[src/hdl/timer_map.vh]
/*
 time-base unit register map, field positions, reset values.
 assumes word-aligned avalon-mm byte addresses; 32-bit data.
*/
`ifndef TIMER_MAP_VH
`define TIMER_MAP_VH
`define ADDR_CONTROL 4'h0
`define ADDR_STATUS 4'h1
`define ADDR_EVENT 4'h2
`define ADDR_COUNT 4'h3
`define ADDR_PRESCALE 4'h4
`define ADDR_RELOAD 4'h5
`define ADDR_RELOAD_ACTIVE 4'h6
`define ADDR_PRESCALE_ACTIVE 4'h7
`define BIT_ENABLE 0
`define BIT_UPDATE_DISABLE 1
`define BIT_REQUEST_SELECT 2
`define BIT_DOWN 4
`define BIT_RELOAD_PRELOAD 7
`define BIT_UPDATE_FLAG 0
`define BIT_UPDATE_GENERATE 0
`define RESET_WORD 32'h0000_0000
`define RESET_PRESCALE 16'h0000
`endif
[src/hdl/count_core.v]
/*
 main counter core: up or down counting with wrap detection.
 assumes tick is a one-cycle counter clock enable.
*/
module count_core #(
	parameter WIDTH = 32
) (
	input wire clk_sys,
	input wire sys_rst,
	input wire tick,
	input wire down,
	input wire clear,
	input wire [WIDTH-1:0] limit,
	input wire [WIDTH-1:0] next_limit,
	input wire write_en,
	input wire [WIDTH-1:0] write_data,
	output reg [WIDTH-1:0] count,
	output wire wrap
);
	// halted while the active reload is zero
	wire live = tick && (limit != {WIDTH{1'b0}});
	assign wrap = live && (down ? (count == {WIDTH{1'b0}}) : (count >= limit));
	always @(posedge clk_sys)
	begin
		if (sys_rst)
			count <= {WIDTH{1'b0}};
		else if (clear)
			count <= down ? next_limit : {WIDTH{1'b0}};
		else if (write_en)
			count <= write_data;
		else if (wrap)
			count <= down ? next_limit : {WIDTH{1'b0}};
		else if (live)
			count <= down ? count - 1'b1 : count + 1'b1;
	end
endmodule

[src/hdl/general_timer_time_base.v]
/*
 time-base unit of a general-purpose timer, avalon-mm slave.
 assumes one clock, synchronous reset, master holds requests until waitrequest low.
*/
// Behaviour
// - 32-bit counter with auto-reload, counting up or down.
// - prescaler divides counter clock by 1 to 65536 from a 16-bit setting.
// - prescaler setting buffered, applied at next update event.
// - counter, reload and prescaler readable and writable while running.
// - software reload accesses hit the preload; counter uses the shadow.
// - preload-enable clear copies reload at once; set copies on update.
// - overflow or underflow gives update event only while update disabled is 0.
// - counter advances only on prescaled clock, gated by counter enable.
// - up mode counts 0 to reload, wraps to 0, overflow.
// - update-generate bit forces an update event.
// - updates disabled up mode: counter and divider restart, ratio unchanged.
// - updates disabled down mode: reload current value, divider restarts.
// - request select set: generated update sets no flag or request.
// - update loads prescaler buffer and reload shadow; sets flag unless suppressed.
// - down mode counts reload to 0, reloads, underflow.
// - shadow and counter reload take the new reload on the same edge so next period uses it.
// - update events can raise an interrupt or dma request.
// - counter halted while active reload is zero.
// - enable, direction, generate software-only; generate clears itself.
`include "timer_map.vh"
module general_timer_time_base #(
	parameter CNT_WIDTH = 32,
	parameter PSC_WIDTH = 16
) (
	input wire clk_sys,
	input wire sys_rst,
	input wire [5:0] avs_address,
	input wire avs_read,
	input wire avs_write,
	input wire [31:0] avs_writedata,
	input wire [3:0] avs_byteenable,
	output reg [31:0] avs_readdata,
	output reg avs_waitrequest,
	output reg [1:0] avs_response,
	output reg update_request,
	output reg update_event
);
	reg [7:0] control_register_one;
	reg update_flag;
	reg [PSC_WIDTH-1:0] prescaler_value;
	reg [CNT_WIDTH-1:0] auto_reload_value;
	reg [CNT_WIDTH-1:0] reload_active;
	reg update_generate;
	reg gen_quiet;
	reg ack;
	wire [PSC_WIDTH-1:0] prescale_active;
	wire [CNT_WIDTH-1:0] counter_value;
	wire tick;
	wire wrap;

	function [31:0] merge;
		input [31:0] old;
		input [31:0] data;
		input [3:0] be;
		integer i;
		begin
			merge = old;
			for (i = 0; i < 4; i = i + 1)
				if (be[i])
					merge[i*8 +: 8] = data[i*8 +: 8];
		end
	endfunction

	wire [3:0] index = avs_address[5:2];
	wire req = (avs_read || avs_write) && !ack;
	wire wr = avs_write && !ack;
	wire counter_enable_bit = control_register_one[`BIT_ENABLE];
	wire update_disable = control_register_one[`BIT_UPDATE_DISABLE];
	wire update_request_select = control_register_one[`BIT_REQUEST_SELECT];
	wire down = control_register_one[`BIT_DOWN];
	wire reload_preload_enable = control_register_one[`BIT_RELOAD_PRELOAD];
	wire wrap_update = wrap && !update_disable;
	wire any_update = wrap_update || update_generate;
	wire set_flag = wrap_update || (update_generate && !gen_quiet);
	wire [CNT_WIDTH-1:0] reload_next = (any_update || !reload_preload_enable)
		? auto_reload_value : reload_active;
	wire [31:0] cnt_word = merge({{(32-CNT_WIDTH){1'b0}}, counter_value}, avs_writedata,
		avs_byteenable);
	wire [31:0] arr_word = merge({{(32-CNT_WIDTH){1'b0}}, auto_reload_value}, avs_writedata,
		avs_byteenable);
	wire [31:0] psc_word = merge({{(32-PSC_WIDTH){1'b0}}, prescaler_value}, avs_writedata,
		avs_byteenable);
	wire [31:0] ctl_word = merge({24'h000000, control_register_one}, avs_writedata,
		avs_byteenable);

	prescale_divider #(
		.WIDTH(PSC_WIDTH)
	) u_div (
		.clk_sys(clk_sys),
		.sys_rst(sys_rst),
		.run(counter_enable_bit),
		.restart(wrap || update_generate),
		.load(any_update),
		.preload(prescaler_value),
		.active(prescale_active),
		.tick(tick)
	);

	count_core #(
		.WIDTH(CNT_WIDTH)
	) u_core (
		.clk_sys(clk_sys),
		.sys_rst(sys_rst),
		.tick(tick),
		.down(down),
		.clear(update_generate),
		.limit(reload_active),
		.next_limit(reload_next),
		.write_en(wr && index == `ADDR_COUNT),
		.write_data(cnt_word[CNT_WIDTH-1:0]),
		.count(counter_value),
		.wrap(wrap)
	);

	// single-cycle wait keeps read data and write commit on one edge
	always @(posedge clk_sys)
	begin
		if (sys_rst)
		begin
			avs_waitrequest <= 1'b1;
			avs_readdata <= `RESET_WORD;
			avs_response <= 2'b00;
			ack <= 1'b0;
		end
		else
		begin
			ack <= req;
			avs_waitrequest <= !req;
			if (req)
			begin
				avs_response <= (index > `ADDR_PRESCALE_ACTIVE) ? 2'b10 : 2'b00;
				case (index)
					`ADDR_CONTROL: avs_readdata <= {24'h000000, control_register_one};
					`ADDR_STATUS: avs_readdata <= {31'h0, update_flag};
					`ADDR_COUNT: avs_readdata <= {{(32-CNT_WIDTH){1'b0}}, counter_value};
					`ADDR_PRESCALE: avs_readdata <= {{(32-PSC_WIDTH){1'b0}}, prescaler_value};
					`ADDR_RELOAD: avs_readdata <= {{(32-CNT_WIDTH){1'b0}}, auto_reload_value};
					`ADDR_RELOAD_ACTIVE: avs_readdata <= {{(32-CNT_WIDTH){1'b0}}, reload_active};
					`ADDR_PRESCALE_ACTIVE:
						avs_readdata <= {{(32-PSC_WIDTH){1'b0}}, prescale_active};
					default: avs_readdata <= `RESET_WORD;
				endcase
			end
		end
	end

	always @(posedge clk_sys)
	begin
		if (sys_rst)
		begin
			control_register_one <= 8'h00;
			update_flag <= 1'b0;
			prescaler_value <= `RESET_PRESCALE;
			auto_reload_value <= {CNT_WIDTH{1'b0}};
			reload_active <= {CNT_WIDTH{1'b0}};
			update_generate <= 1'b0;
			gen_quiet <= 1'b0;
			update_request <= 1'b0;
			update_event <= 1'b0;
		end
		else
		begin
			update_generate <= 1'b0;
			if (wr && index == `ADDR_CONTROL)
				control_register_one <= ctl_word[7:0];
			if (wr && index == `ADDR_PRESCALE)
				prescaler_value <= psc_word[PSC_WIDTH-1:0];
			if (wr && index == `ADDR_RELOAD)
				auto_reload_value <= arr_word[CNT_WIDTH-1:0];
			// lane 0 must be enabled, as for the status flag clear; other registers merge byte lanes
			if (wr && index == `ADDR_EVENT && avs_byteenable[0]
				&& avs_writedata[`BIT_UPDATE_GENERATE])
			begin
				update_generate <= 1'b1;
				gen_quiet <= update_request_select;
			end
			reload_active <= reload_next;
			// set beats a clear in the same cycle
			if (set_flag)
				update_flag <= 1'b1;
			else if (wr && index == `ADDR_STATUS && avs_byteenable[0]
				&& !avs_writedata[`BIT_UPDATE_FLAG])
				update_flag <= 1'b0;
			update_request <= set_flag;
			update_event <= any_update;
		end
	end
endmodule

[src/hdl/prescale_divider.v]
/*
 prescaler divider: active ratio buffer plus divider counter.
 assumes caller pulses load on update events and restart on wraps.
*/
`include "timer_map.vh"
module prescale_divider #(
	parameter WIDTH = 16
) (
	input wire clk_sys,
	input wire sys_rst,
	input wire run,
	input wire restart,
	input wire load,
	input wire [WIDTH-1:0] preload,
	output reg [WIDTH-1:0] active,
	output wire tick
);
	reg [WIDTH-1:0] div_count;
	assign tick = run && (div_count == active);
	always @(posedge clk_sys)
	begin
		if (sys_rst)
		begin
			active <= `RESET_PRESCALE;
			div_count <= `RESET_PRESCALE;
		end
		else
		begin
			if (load)
				active <= preload;
			if (restart || tick)
				div_count <= {WIDTH{1'b0}};
			else if (run)
				div_count <= div_count + 1'b1;
		end
	end
endmodule

[config.mk]
export PLATFORM = sky130hd
export DESIGN_NAME = general_timer_time_base
export DESIGN_NICKNAME = d
export VERILOG_FILES = /design/src/hdl/count_core.v /design/src/hdl/general_timer_time_base.v /design/src/hdl/prescale_divider.v
export VERILOG_INCLUDE_DIRS = /design/src /design/src/hdl
export SDC_FILE = /design/constraint.sdc
export NUM_CORES = 1
export LEC_CHECK = 0
export BUFFER_PORTS_ARGS = -buffer_cell sky130_fd_sc_hd__buf_4
export CORE_MARGIN = 2
export CORE_UTILIZATION = 35
export CTS_CLUSTER_DIAMETER = 120
export DETAILED_ROUTE_END_ITERATION = 6
export PLACE_DENSITY = 0.52
export SLEW_MARGIN = 25
export SYNTH_ARGS = -nofsm -noshare
export SYNTH_HDL_FRONTEND = slang
export SYNTH_SLANG_ARGS = --single-unit
[constraint.sdc]
create_clock -name clk_sys -period 4.57 [get_ports clk_sys]
set_clock_uncertainty 0.1 [all_clocks]
set_input_delay 0.914 -clock clk_sys [delete_from_list [all_inputs] [get_ports clk_sys]]
set_output_delay 0.914 -clock clk_sys [all_outputs]
set_load 0.01 [all_outputs]
== Word level (Yosys, flattened, before mapping) ==
Index checks and enable logic that the tools add are counted.
Storage, ports and cells
  register bits: 193
  word-level logic and storage cells: 103
Operators by class
  $add $sub $neg: 3
  $lt $le $gt $ge: 2
  eq/ne operators: 12
  muxes and demuxes: 17
  reduce and logical (&&, ||, !) cells: 46
Operators with widths (number)
  32-bit 2-to-1 mux: 7
  32-bit case mux with 7 select lines: 1
  32-bit by 1-bit adder with 32-bit output (second input constant): 1
  32-bit greater-or-equal comparator: 1
  32-bit logical NOT: 1
  8-bit 2-to-1 mux: 4
  32-bit nonzero test: 1
  32-bit by 1-bit subtractor with 32-bit output (second input constant): 1
  2-bit AND reduction: 11
  1-bit logical AND: 17
  16-bit by 1-bit adder with 16-bit output (second input constant): 1
  16-bit == test: 1
  4-bit by 3-bit == test with 1-bit output (second input constant): 4
  3-bit inequality test (second input constant): 4
  4-bit by 2-bit == test with 1-bit output (second input constant): 2
  1-bit logical NOT: 6
  1-bit logical OR: 6
  4-bit by 1-bit == test with 1-bit output (second input constant): 1
  4-bit by 3-bit > comparator with 1-bit output (second input constant): 1
  4-bit logical NOT: 1
  1-bit 2-to-1 mux: 4
  4-bit nonzero test: 1
  2-bit 2-to-1 mux: 1
  2-bit nonzero test: 1
  2-bit OR reduction: 1

== Logic depth before layout (Yosys ltp) ==
Gate-level depths: netlist (run 1).
  depth after elaboration: 12
  gate-level depth with buffers: 13
  gate-level depth less buffers: 11

== Hierarchy ==
Synthesis (run 1) repeated with hierarchy kept, for this count alone.
Unflattened totals
  cells, all modules: 1375
  area total of the unflattened synthesis: 11740.0 um^2
By module, submodules not included
  general_timer_time_base: times used 1, cells each 573, area each 5784.3 um^2
  count_core: times used 1, cells each 650, area each 4523.1 um^2
  prescale_divider: times used 1, cells each 152, area each 1432.6 um^2

== Worst setup path before layout (run 1) ==
No wires, ideal clock.
  kind: flip-flop to flip-flop
  start: reg control_register_one[4]
  end: reg u_core.count[26]
  arrival: 3.813 ns
  data required time: 4.400 ns
  slack: 0.587 ns
  stages on the path, launching flop included: 14
  buffers on the path: 2
  clock period less this slack: 3.983 ns
  cells stage by stage: dfxtp_1 -> buf_2 -> inv_1 -> clkbuf_1 -> fa_1 -> nand2b_1 -> a21o_1 -> a32o_1 -> or4_1 -> nand2_1 -> nor3_1 -> mux2i_1 -> or4_1 -> a21oi_1
On the way
  word-level cells in the longest chain between the ends: 10
  elaborated cells between the ends (all ways): 14
Ends and longest elaborated chain
  start, declared: RTL line general_timer_time_base.v:43  | reg [7:0] control_register_one;
  start signal, assigned: RTL line general_timer_time_base.v:170  | control_register_one <= ctl_word[7:0];
  1-bit 2-to-1 mux: RTL line count_core.v:22  | assign wrap = live && (down ? (count == {WIDTH{1'b0}}) : (count >= limit));
  1-bit logical AND: RTL line count_core.v:22
  1-bit logical AND: RTL line general_timer_time_base.v:77  | wire wrap_update = wrap && !update_disable;
  1-bit logical OR: RTL line general_timer_time_base.v:78  | wire any_update = wrap_update || update_generate;
  1-bit logical OR: RTL line general_timer_time_base.v:80  | wire [CNT_WIDTH-1:0] reload_next = (any_update || !reload_preload_enable)
  32-bit 2-to-1 mux: RTL line general_timer_time_base.v:81  | ? auto_reload_value : reload_active;
  32-bit 2-to-1 mux: RTL line count_core.v:28, count_core.v:32
  32-bit 2-to-1 mux: RTL line count_core.v:31  | else if (wrap)
  32-bit 2-to-1 mux: RTL line count_core.v:29  | else if (write_en)
  32-bit 2-to-1 mux: RTL line count_core.v:27  | else if (clear)
  end signal, assigned: RTL line count_core.v:28  | count <= down ? next_limit : {WIDTH{1'b0}};
  end signal, assigned: RTL line count_core.v:30  | count <= write_data;
  end signal, assigned: RTL line count_core.v:32  | count <= down ? next_limit : {WIDTH{1'b0}};
  end, declared: RTL line count_core.v:17  | output reg [WIDTH-1:0] count,
Several ways; a longest one is shown, not always the timed one. The select of a mux whose other input is x is not followed.
A chain may end at the register's enable or synchronous reset.

== Final worst setup path (run 1) ==
  start: reg u_core.count[0]
  end: reg u_core.count[24]
On the way
  word-level cells in the longest chain between the ends: 11
  elaborated cells between the ends (all ways): 18
Ends and longest elaborated chain
  start signal, assigned: RTL line count_core.v:26  | count <= {WIDTH{1'b0}};
  start signal, assigned: RTL line count_core.v:28
  start signal, assigned: RTL line count_core.v:30
  32-bit greater-or-equal comparator or 32-bit logical NOT (tied branches): RTL line count_core.v:22
  1-bit 2-to-1 mux: RTL line count_core.v:22
  1-bit logical AND: RTL line count_core.v:22
  1-bit logical AND: RTL line general_timer_time_base.v:77
  1-bit logical OR: RTL line general_timer_time_base.v:78
  1-bit logical OR: RTL line general_timer_time_base.v:80
  32-bit 2-to-1 mux: RTL line general_timer_time_base.v:81
  32-bit 2-to-1 mux: RTL line count_core.v:28, count_core.v:32
  32-bit 2-to-1 mux: RTL line count_core.v:31
  32-bit 2-to-1 mux: RTL line count_core.v:29
  32-bit 2-to-1 mux: RTL line count_core.v:27
Several ways; a longest one is shown, not always the timed one. The select of a mux whose other input is x is not followed.

==> results.cfg, run 1 <==
[critical_path]
slowest_delay_ns = 0.53
cp_max_fo = 10
crit_top_cell = a2111oi_0
path_class = reg -> reg
crit_chain = inv_1 -> ha_1 -> nand2b_1 -> a2111oi_0 -> a2111oi_0 -> o311ai_1 -> a2111oi_4 -> a21oi_4 -> buf_4 -> mux2i_1 -> or3_1 -> a31oi_1
cp-start-kind = flop
worst-endpoint-required_ns = 4.79
cp-end-kind = flop
crit_slowest_cell = a21oi_4
arrival_ns = 4.21

[yosys]
ys_ff_latch = 192
synth_edf_count = 0
syn_nets = 1506
yosysWarnings = 0
postSynthAreaPerCell_sq_um = 8.127
synth_cell_types = 73
synthFlopType = dfxtp_1
yosysTopAreaCell = dfxtp_1
syn_area_sq_mm = 0.01135
yosysTopAreaCellShare_pct = 33.88
synth_area_leaders = dfxtp_1, ha_1, mux2i_1
synth-seq-area-share_pct = 33.88
netlist_instances = 1396
async_reset_ff_share_pct = 0

[sta]
worst_pin_slew_ns = 0.9676
fmax_ghz = 0.2506
setup_viol = 0
slew_headroom_pct = 35.43
whs_ns = 0.3539
hold_violations = 0
fin_crit_ns = 3.990
rsz0062_at_grt = no
period_share_pct = 87.31
drv_slew = 0
finalSetupTns_ns = 0

[clock_tree]
cts_root_buffer = clkbuf_16
htreeDepth = 4
cts_made_buffers = 17
cts-resized-gates = 0
cts.sinks = 192
cts_tree = done
clk_path_buf_depth = 2
insertion_delay_ns = 0.44
cts_hold_buf = 0
cts_setup_buffers = 0
clkTransAtPathRegs_ns = 0.07

[pwr]
pwr_density_cell_mw_per_mm2 = 267.1
power.leakage_nw = 5.319
ir_drop_v = 0.0001864

[die]
start_util_pct = 35.77
die-area_sq_mm = 0.03387
ios = 83
fp-row-count = 65
dieWidth_um = 184.0
die_height_um = 184.0
core_sq_mm = 0.03172

[placement]
numPortBuffers = 79
gp_congestion = 0.8901
hpwl_mm = 30.85

[detailed_routing]
routed_wl_mm = 40.95
drc_errors = 5
ant_nets = 0
firstDrtPassIters = 7
drt_iter0_markers = 1064
wl_per_cell_um = 21.84
via_per_inst = 5.757
vias = 10800

[run]
max_cap_viol_count = 0

[final_layout]
finalNetCount = 1570
drive_gt1_share_pct = 13.58
n_antenna_cell = 0
syn_to_final_growth_pct = 15.32

[global_routing]
grt_max_degree = 66
grt_pass1_vias = 9853
grt_overflow = 0
grtUsageTotal_pct = 24.11
grt_antenna_before_repair = 0
grt_pass1_wl_mm = 61.70

[status]
status = finished, violations left
violations = DRC

[hold_path]
hold_path.class = reg -> reg
stage by stage:
stage	util (%)	setup slack [ns]	area (sq um)	total power [mW]	instances
global placement	39.34	0.6320	12480	1.951	1843
detailed placement	39.34	0.6483	12480	1.949	1843
CTS	41.25	0.6334	13080	3.514	1875
finish	41.25	0.5798	13080	3.495	1875
global route	41.25	0.2587	13080	3.591	1875
floorplan	-	0.5870	11350	1.839	1396
cell families after synthesis:
family,synth area share (%)
simple gates,20.25
xor+xnor,4.246
buf+inv,4.389
other cells,0.03305
fa+ha+maj,7.124
flops,33.88
compound gates,20.61
mux,9.473
placed cells by master, fill, tap and decap left out, types with 24 or more instances in the layout:
master and n:
ha_1 63, a222oi_1 24, inv_1 48, xnor2_1 25, dfxtp_1 191, mux2i_1 77, a21oi_1 108, nand3_1 54
nor2_1 136, xor2_1 30, mux2_2 24, o21ai_0 92, nand2_1 168, buf_4 121
routing by layer:
| metal | vias up | GRT usage (%) | wire [um] |
|---|---|---|---|
| met5 | - | 0 | 0 |
| met4 | 0 | 4.992 | 412 |
| met3 | 27 | 4.556 | 3689 |
| met2 | 442 | 34.91 | 17260 |
| met1 | 5158 | 36.69 | 19590 |
| li1 | 5168 | - | - |
final cells by class:
class | instances | area, sq um
fillers | 3227 | 18630
multi-input cells | 1079 | 7023
flip-flops and latches | 192 | 3845
repair buffers | 122 | 928.4
well taps | 402 | 503.0
clock buffers | 20 | 446.7
inverters | 48 | 180.2
clock inverters | 12 | 157.7
flip-flops by register name, indices dropped and copies added, names as in the netlist:
register and cells:
update_flag 1, avs_waitrequest 1, u_div.active 16, gen_quiet 1, u_core.count 32, u_div.div_count 16, update_event 1, avs_readdata 32
avs_response 1, update_request 1, prescaler_value 16, ack 1, auto_reload_value 32, reload_active 32, control_register_one 8, update_generate 1
path summary, 6_finish.rpt:
check	depth (start not counted)	slack (ns)	to	from
min	2	0.35	avs_readdata[5]	avs_readdata[5]
max reg2reg	12	0.58	u_core.count[24]	u_core.count[0]
min reg2reg	2	0.35	avs_readdata[5]	avs_readdata[5]
max	12	0.58	u_core.count[24]	u_core.count[0]
report_power, final:
part	total, mW	internal, mW	switching (mW)
clock network	1.58	0.881	0.699
logic	0.226	0.0704	0.155
registers	1.69	1.68	0.00901
worst max-delay path: cells and delay by family, from the launching register on:
family	cells	cell delay, ns
AO/OA/AOI/OAI	6	2.17
adder cells (fa/ha/maj)	1	0.28
buffers and inverters	2	0.34
flip-flops	1	0.33
multiplexers	1	0.15
AND/OR/NAND/NOR	2	0.47
cell usage after synthesis (6+ instances only):
library cell,instances
or4_1,6
inv_1,48
o31ai_1,6
a31oi_1,14
a2111oi_0,6
o21a_1,11
xnor2_1,25
ha_1,63
and2_1,20
nand4_1,17
a222oi_1,24
a21oi_1,108
nor2b_1,8
dfxtp_1,192
nor2_1,138
and3_1,9
mux2_2,24
nor4_1,20
a211o_1,7
xor2_1,30
nand2b_1,11
o21ai_0,92
a21o_1,17
nand3_1,54
o211ai_1,7
a221oi_1,6
o21ba_2,6
nand2_1,168
mux2i_1,77
a211oi_1,9
nor3_1,21
a22o_1,7
or3_1,7
clkbuf_1,64
Power figures use the tool's default switching activity.
==> run 2: changes to the inputs <==
--- a/config.mk
+++ b/config.mk
@@ -15,4 +15,5 @@
 export SLEW_MARGIN = 25
 export SYNTH_ARGS = -nofsm -noshare
 export SYNTH_HDL_FRONTEND = slang
+export SYNTH_HIERARCHICAL = 1
 export SYNTH_SLANG_ARGS = --single-unit
==> constraint.sdc (replaced) <==
create_clock -name clk_sys -period 4.15 [get_ports clk_sys]
set_clock_uncertainty 0.1 [all_clocks]
set_input_delay 0.83 -clock clk_sys [delete_from_list [all_inputs] [get_ports clk_sys]]
set_output_delay 0.83 -clock clk_sys [all_outputs]
set_load 0.01 [all_outputs]
==> results.cfg, run 2 <==
[pwr]
ir_drop_v = 0.0002377
pwr_density_cell_mw_per_mm2 = 289.4
power.leakage_nw = 5.448
p_total_mw = 3.885

[clock_tree]
cts_hold_buf = 0
cts_tree = done
cts.sinks = 192
insertion_delay_ns = 0.46
htreeDepth = 4
clk_path_buf_depth = 2
cts_made_buffers = 17
cts_setup_buffers = 0
cts_root_buffer = clkbuf_16
clkTransAtPathRegs_ns = 0.07
cts-resized-gates = 0

[detailed_routing]
vias = 10520
firstDrtPassIters = 6
routed_wl_mm = 37.98
ant_nets = 0
drt_iter0_markers = 720
via_per_inst = 5.564
wl_per_cell_um = 20.09
drc_errors = 0

[final_layout]
most-common-layout-cells = dfxtp_1, nor2_1, buf_4
mostFrequentLayoutCell = dfxtp_1
finalNetCount = 1540
syn_to_final_growth_pct = 14.34
nFillCells = 3406
post-route-cell-area_sq_mm = 0.01342
drive_gt1_share_pct = 17.12
n_antenna_cell = 0

[yosys]
synth-seq-area-share_pct = 32.74
synth_edf_count = 0
postSynthAreaPerCell_sq_um = 8.538
synth_area_leaders = dfxtp_1, ha_1, mux2i_1
yosysTopAreaCell = dfxtp_1
ys_ff_latch = 192
syn_area_sq_mm = 0.01174
netlist_instances = 1375
syn_nets = 1485
yosysMostFrequentCell = dfxtp_1
yosysTopAreaCellShare_pct = 32.74
synthFlopType = dfxtp_1
synth_common_cells = dfxtp_1, nor2_1, nand2_1, a21oi_1, mux2i_1
async_reset_ff_share_pct = 0
yosysWarnings = 6
synth_cell_types = 79

[run]
max_cap_viol_count = 0

[sta]
rsz0062_at_grt = no
drv_slew = 0
finalSetupTns_ns = 0
worst_pin_slew_ns = 1.012
slew_headroom_pct = 32.56
whs_ns = 0.3555
fin_crit_ns = 3.783
period_share_pct = 91.16
fmax_ghz = 0.2643
hold_violations = 0
setup_viol = 0

[critical_path]
r2r_cells = 16
path_class = reg -> reg
crit_slowest_cell = dfxtp_1
arrival_ns = 4.06
crit_chain = inv_1 -> ha_1 -> a21o_1 -> a21o_1 -> a221oi_1 -> o211ai_1 -> o211a_2 -> nand2b_1 -> and3b_1 -> buf_4 -> mux2_2 -> nand2_1 -> a211oi_1 -> o21ai_0 -> a21oi_1 -> a21boi_0
cp_max_fo = 18
worst-endpoint-required_ns = 4.43
crit_start = reload_active[29]
cp-end-kind = flop
r2r_start = reload_active[29]
crit_top_cell = a21o_1
cp_num_cells = 16
cp-start-kind = flop
slowest_delay_ns = 0.38
critPathBufInv = 2
critical-path-top-delay-family = compound AO/OA/AOI/OAI gates

[die]
start_util_pct = 35.28
fp-row-count = 67
die-area_sq_mm = 0.03502
core_sq_mm = 0.03328
ios = 83
die_height_um = 187.1
dieWidth_um = 187.1

[placement]
hpwl_mm = 27.60
gp_congestion = 0.8744
numPortBuffers = 79
dpl-instance-area_sq_mm = 0.01283

[global_routing]
grtUsageTotal_pct = 21.64
grt_pass1_vias = 10100
grt_antenna_before_repair = 0
grt_max_degree = 74
grt_pass1_wl_mm = 59.80
grt_overflow = 0

[hold_path]
hold_path.class = reg -> reg
hp-start = avs_readdata[27]
hold_depth = 2

[status]
status = finished clean
## run 2: cell types whose count changed after synthesis, sizes merged, moves of 9 or more
cell,delta
mux2,+39
buf,+27
and2,+20
a222oi,-23
nor2,+9
nand2,-60
nand3,-19
a211oi,+21
o21ai,-12
a21oi,-31
a22oi,+33
clkbuf,-15
a22o,+26
## run 2: layer usage
layer	share of wire, %	up-vias	track usage (%)
met1	49	5095	31.40
met5	0	-	0
met2	45	286	33.99
li1	-	5099	-
met4	1.8	0	5.830
met3	4.5	42	2.326
## run 2: path summary, 6_finish.rpt
path                       to  slack (ns)
max reg2reg  u_core/count[28]        0.37
min          avs_readdata[27]        0.36
min reg2reg  avs_readdata[27]        0.36
max          u_core/count[28]        0.37
## run 2: worst min-delay path, delay by kind of cell, from the launching register on
kind               cells  cell delay (ns)
DFF                    1             0.31
and+or+nand+nor        1             0.05
AOI/OAI and AO/OA      1             0.05
## run 2: cell type report
| type | instances | area [sq um] | area share (%) |
|---|---|---|---|
| clock buffer | 20 | 446.7 | 3.327 |
| clock inverter | 12 | 146.4 | 1.091 |
| inverter | 43 | 161.4 | 1.202 |
| multi-input combinational | 1051 | 7325 | 54.56 |
| sequential | 192 | 3846 | 28.65 |
| tap | 448 | 560.5 | 4.176 |
| timing repair buffer | 125 | 938.4 | 6.990 |
## run 2: cell families (layout without fill, tap and decap cells)
logic type / count (synthesis) / in the layout / share of synthesized area [%]
AOI/OAI and AO/OA: 349 / 349 / 19.84
DFF: 192 / 192 / 32.74
adders and majority gates: 64 / 64 / 6.885
and+or+nand+nor: 440 / 440 / 18.40
buffers and inverters: 132 / 200 / 5.169
muxes: 141 / 141 / 12.76
other: 1 / 1 / 0.03194
xor gates and xnor gates: 56 / 56 / 4.178
## run 2: power breakdown
group	internal [mW]	switching (mW)	leakage (nW)
sequential	1.85	0.0147	1.55
combinational	0.122	0.186	3.62
clock	0.919	0.789	0.281
## run 2: per-stage QoR
stage	setup WS, ns	utilization [%]	cells
finish	0.3667	40.34	1891
CTS	0.3588	40.34	1891
detailed placement	0.3878	38.55	1859
global placement	0.3852	38.55	1859
floorplan	0.1082	-	1375
global route	0.06514	40.34	1891
==> run 3: changes to the inputs <==
--- a/config.mk
+++ b/config.mk
@@ -11,7 +11,8 @@
 export CORE_UTILIZATION = 35
 export CTS_CLUSTER_DIAMETER = 120
 export DETAILED_ROUTE_END_ITERATION = 6
-export PLACE_DENSITY = 0.52
+export GPL_TIMING_DRIVEN = 0
+export PLACE_DENSITY = 0.54
 export SLEW_MARGIN = 25
 export SYNTH_ARGS = -nofsm -noshare
 export SYNTH_HDL_FRONTEND = slang
==> constraint.sdc (replaced) <==
create_clock -name clk_sys -period 3.3 [get_ports clk_sys]
set_clock_uncertainty 0.1 [all_clocks]
set_input_delay 0.66 -clock clk_sys [delete_from_list [all_inputs] [get_ports clk_sys]]
set_output_delay 0.66 -clock clk_sys [all_outputs]
set_load 0.01 [all_outputs]
==> results.cfg, run 3 (synthesis results as in run 2) <==
[status]
status = finished, violations left
violations = setup timing

[pwr]
share_comb_of_total_power_pct = 8.7
pwr_density_cell_mw_per_mm2 = 344.6
ir_drop_v = 0.0003417
seq_power_share_pct = 46.2
internal_power_mw = 3.772
power_frac_clock_pct = 45.1
power_switching_share_pct = 25.92
power.leakage_nw = 6.003
p_sw_mw = 1.320

[sta]
fin_crit_ns = 3.477
slew_headroom_pct = 40.66
fmax_ghz = 0.2876
drv_slew = 0
period_share_pct = 105.4
whs_ns = 0.3533
setup_viol = 31
rsz0062_at_grt = yes
fin_ws_ns = -0.1771
worst_pin_slew_ns = 0.8901
hold_violations = 0

[final_layout]
finalNetCount = 1619
drive_gt1_share_pct = 27.79
syn_to_final_growth_pct = 25.87
most-common-layout-cells = dfxtp_1, nor2_1, buf_4
layout.cells.non_filler = 1970
mostFrequentLayoutCell = dfxtp_1
n_antenna_cell = 0

[detailed_routing]
firstDrtPassIters = 5
via_per_inst = 5.612
vias = 11060
ant_nets = 0
drt_iter0_markers = 1029
routed_wl_mm = 42.72
wl_per_cell_um = 21.68
drc_errors = 0

[critical_path]
arrival_ns = 3.69
cp_max_fo = 5
crit_start = reload_active[20]
cp-start-kind = flop
worst-endpoint-required_ns = 3.51
path_class = reg -> reg
r2r_start = reload_active[20]
cp-end-kind = flop

[global_routing]
grt_pass1_wl_mm = 65.31
grt_max_degree = 19
grt_overflow = 0
grt_antenna_before_repair = 1
grt_pass1_vias = 10580
grtUsageTotal_pct = 24.19

[placement]
post-place-ws_ns = -1.195
dp_cells = 1898
hpwl_mm = 31.52
gp_congestion = 0.9389
numPortBuffers = 75

[die]
core_sq_mm = 0.03328
dieWidth_um = 187.1
die_height_um = 187.1
die-area_sq_mm = 0.03502
fp-row-count = 67
ios = 83
start_util_pct = 35.28

[clock_tree]
cts_root_buffer = clkbuf_16
clk_path_buf_depth = 2
htreeDepth = 4
cts_made_buffers = 17
cts_tree = done
insertion_delay_ns = 0.45
cts.sinks = 192
clkTransAtPathRegs_ns = 0.08

[hold_path]
hp-start = avs_readdata[27]
hold_path.class = reg -> reg

[run]
max_cap_viol_count = 0
-- run 3: cell types whose count changed in the layout (fill, tap and decap cells not counted), sizes merged --
cell      before  now
clkinvlp       3    0
buf          125  159
clkinv         1    3
inv           49   50
clkbuf        20   64
bufinv         2    3
-- run 3: routing by layer --
metal	wire [um]	vias to the layer above	track usage, %
met5	0	-	0
met4	940	0	6.929
li1	-	5259	-
met1	19830	5393	34.00
met3	2429	47	3.396
met2	19520	357	38.55
-- run 3: worst paths after layout --
| kind | slack [ns] | cells after the start | endpoint |
|---|---|---|---|
| hold / removal | 0.35 | 2 | avs_readdata[27] |
| setup reg to reg | -0.18 | 17 | u_core/count[3] |
| setup / recovery | -0.18 | 17 | u_core/count[3] |
| hold reg to reg | 0.35 | 2 | avs_readdata[27] |
-- run 3: stage by stage --
| stage | utilization [%] | total power, mW | area (sq um) | TNS [ns] |
|---|---|---|---|---|
| after floorplan | - | 2.630 | 11830 | -0.9097 |
| final | 44.40 | 5.092 | 14780 | -3.561 |
| after global placement | 38.92 | 2.806 | 12950 | -69.02 |
| after CTS | 42.95 | 5.115 | 14290 | -15.79 |
| after detailed placement | 38.92 | 2.806 | 12950 | -67.67 |
| after global routing | 44.40 | 5.252 | 14780 | -7.593 |
-- run 3: critical path, cell delays in order, from the launching register on --
cell and delay [ns]:
dfxtp_1 0.39, inv_1 0.06, ha_1 0.29, nand4_1 0.17
nor3_2 0.27, o21ai_1 0.15, a21oi_2 0.23, o211a_4 0.26
nand2b_4 0.06, and3b_1 0.17, buf_8 0.14, buf_12 0.12
mux2_4 0.30, nand2_2 0.07, mux2_4 0.15, nor3_4 0.04
a2111oi_4 0.29, a211oi_2 0.05
-- run 3: power groups by stage --
stage	clock [mW]	combinational (mW)	sequential (mW)
after floorplan	0	0.230	2.40
after global placement	0	0.393	2.41
after detailed placement	0	0.394	2.41
after CTS	2.34	0.424	2.36
after global routing	2.42	0.474	2.35
final	2.30	0.444	2.35
-- run 3: area by class of cell --
class                      instances  area [sq um]
fill                            3297         18500
multi-input combinational       1051          7979
sequential                       192          3928
timing repair buffer             120         975.9
tap                              448         560.5
buffer                            84         528.0
clock buffer                      19         454.2
clock inverter                    13         187.7
inverter                          43         163.9
-- run 3: repair_timing --
item / 4_1_cts / 5_1_grt
hold buffers: 0 / 0
gates resized for setup: 132 / 128
buffers inserted: 28 / 18
pin swaps: 24 / 41
gates cloned: 1 / 0
endpoints found under the setup margin: 96 / 90
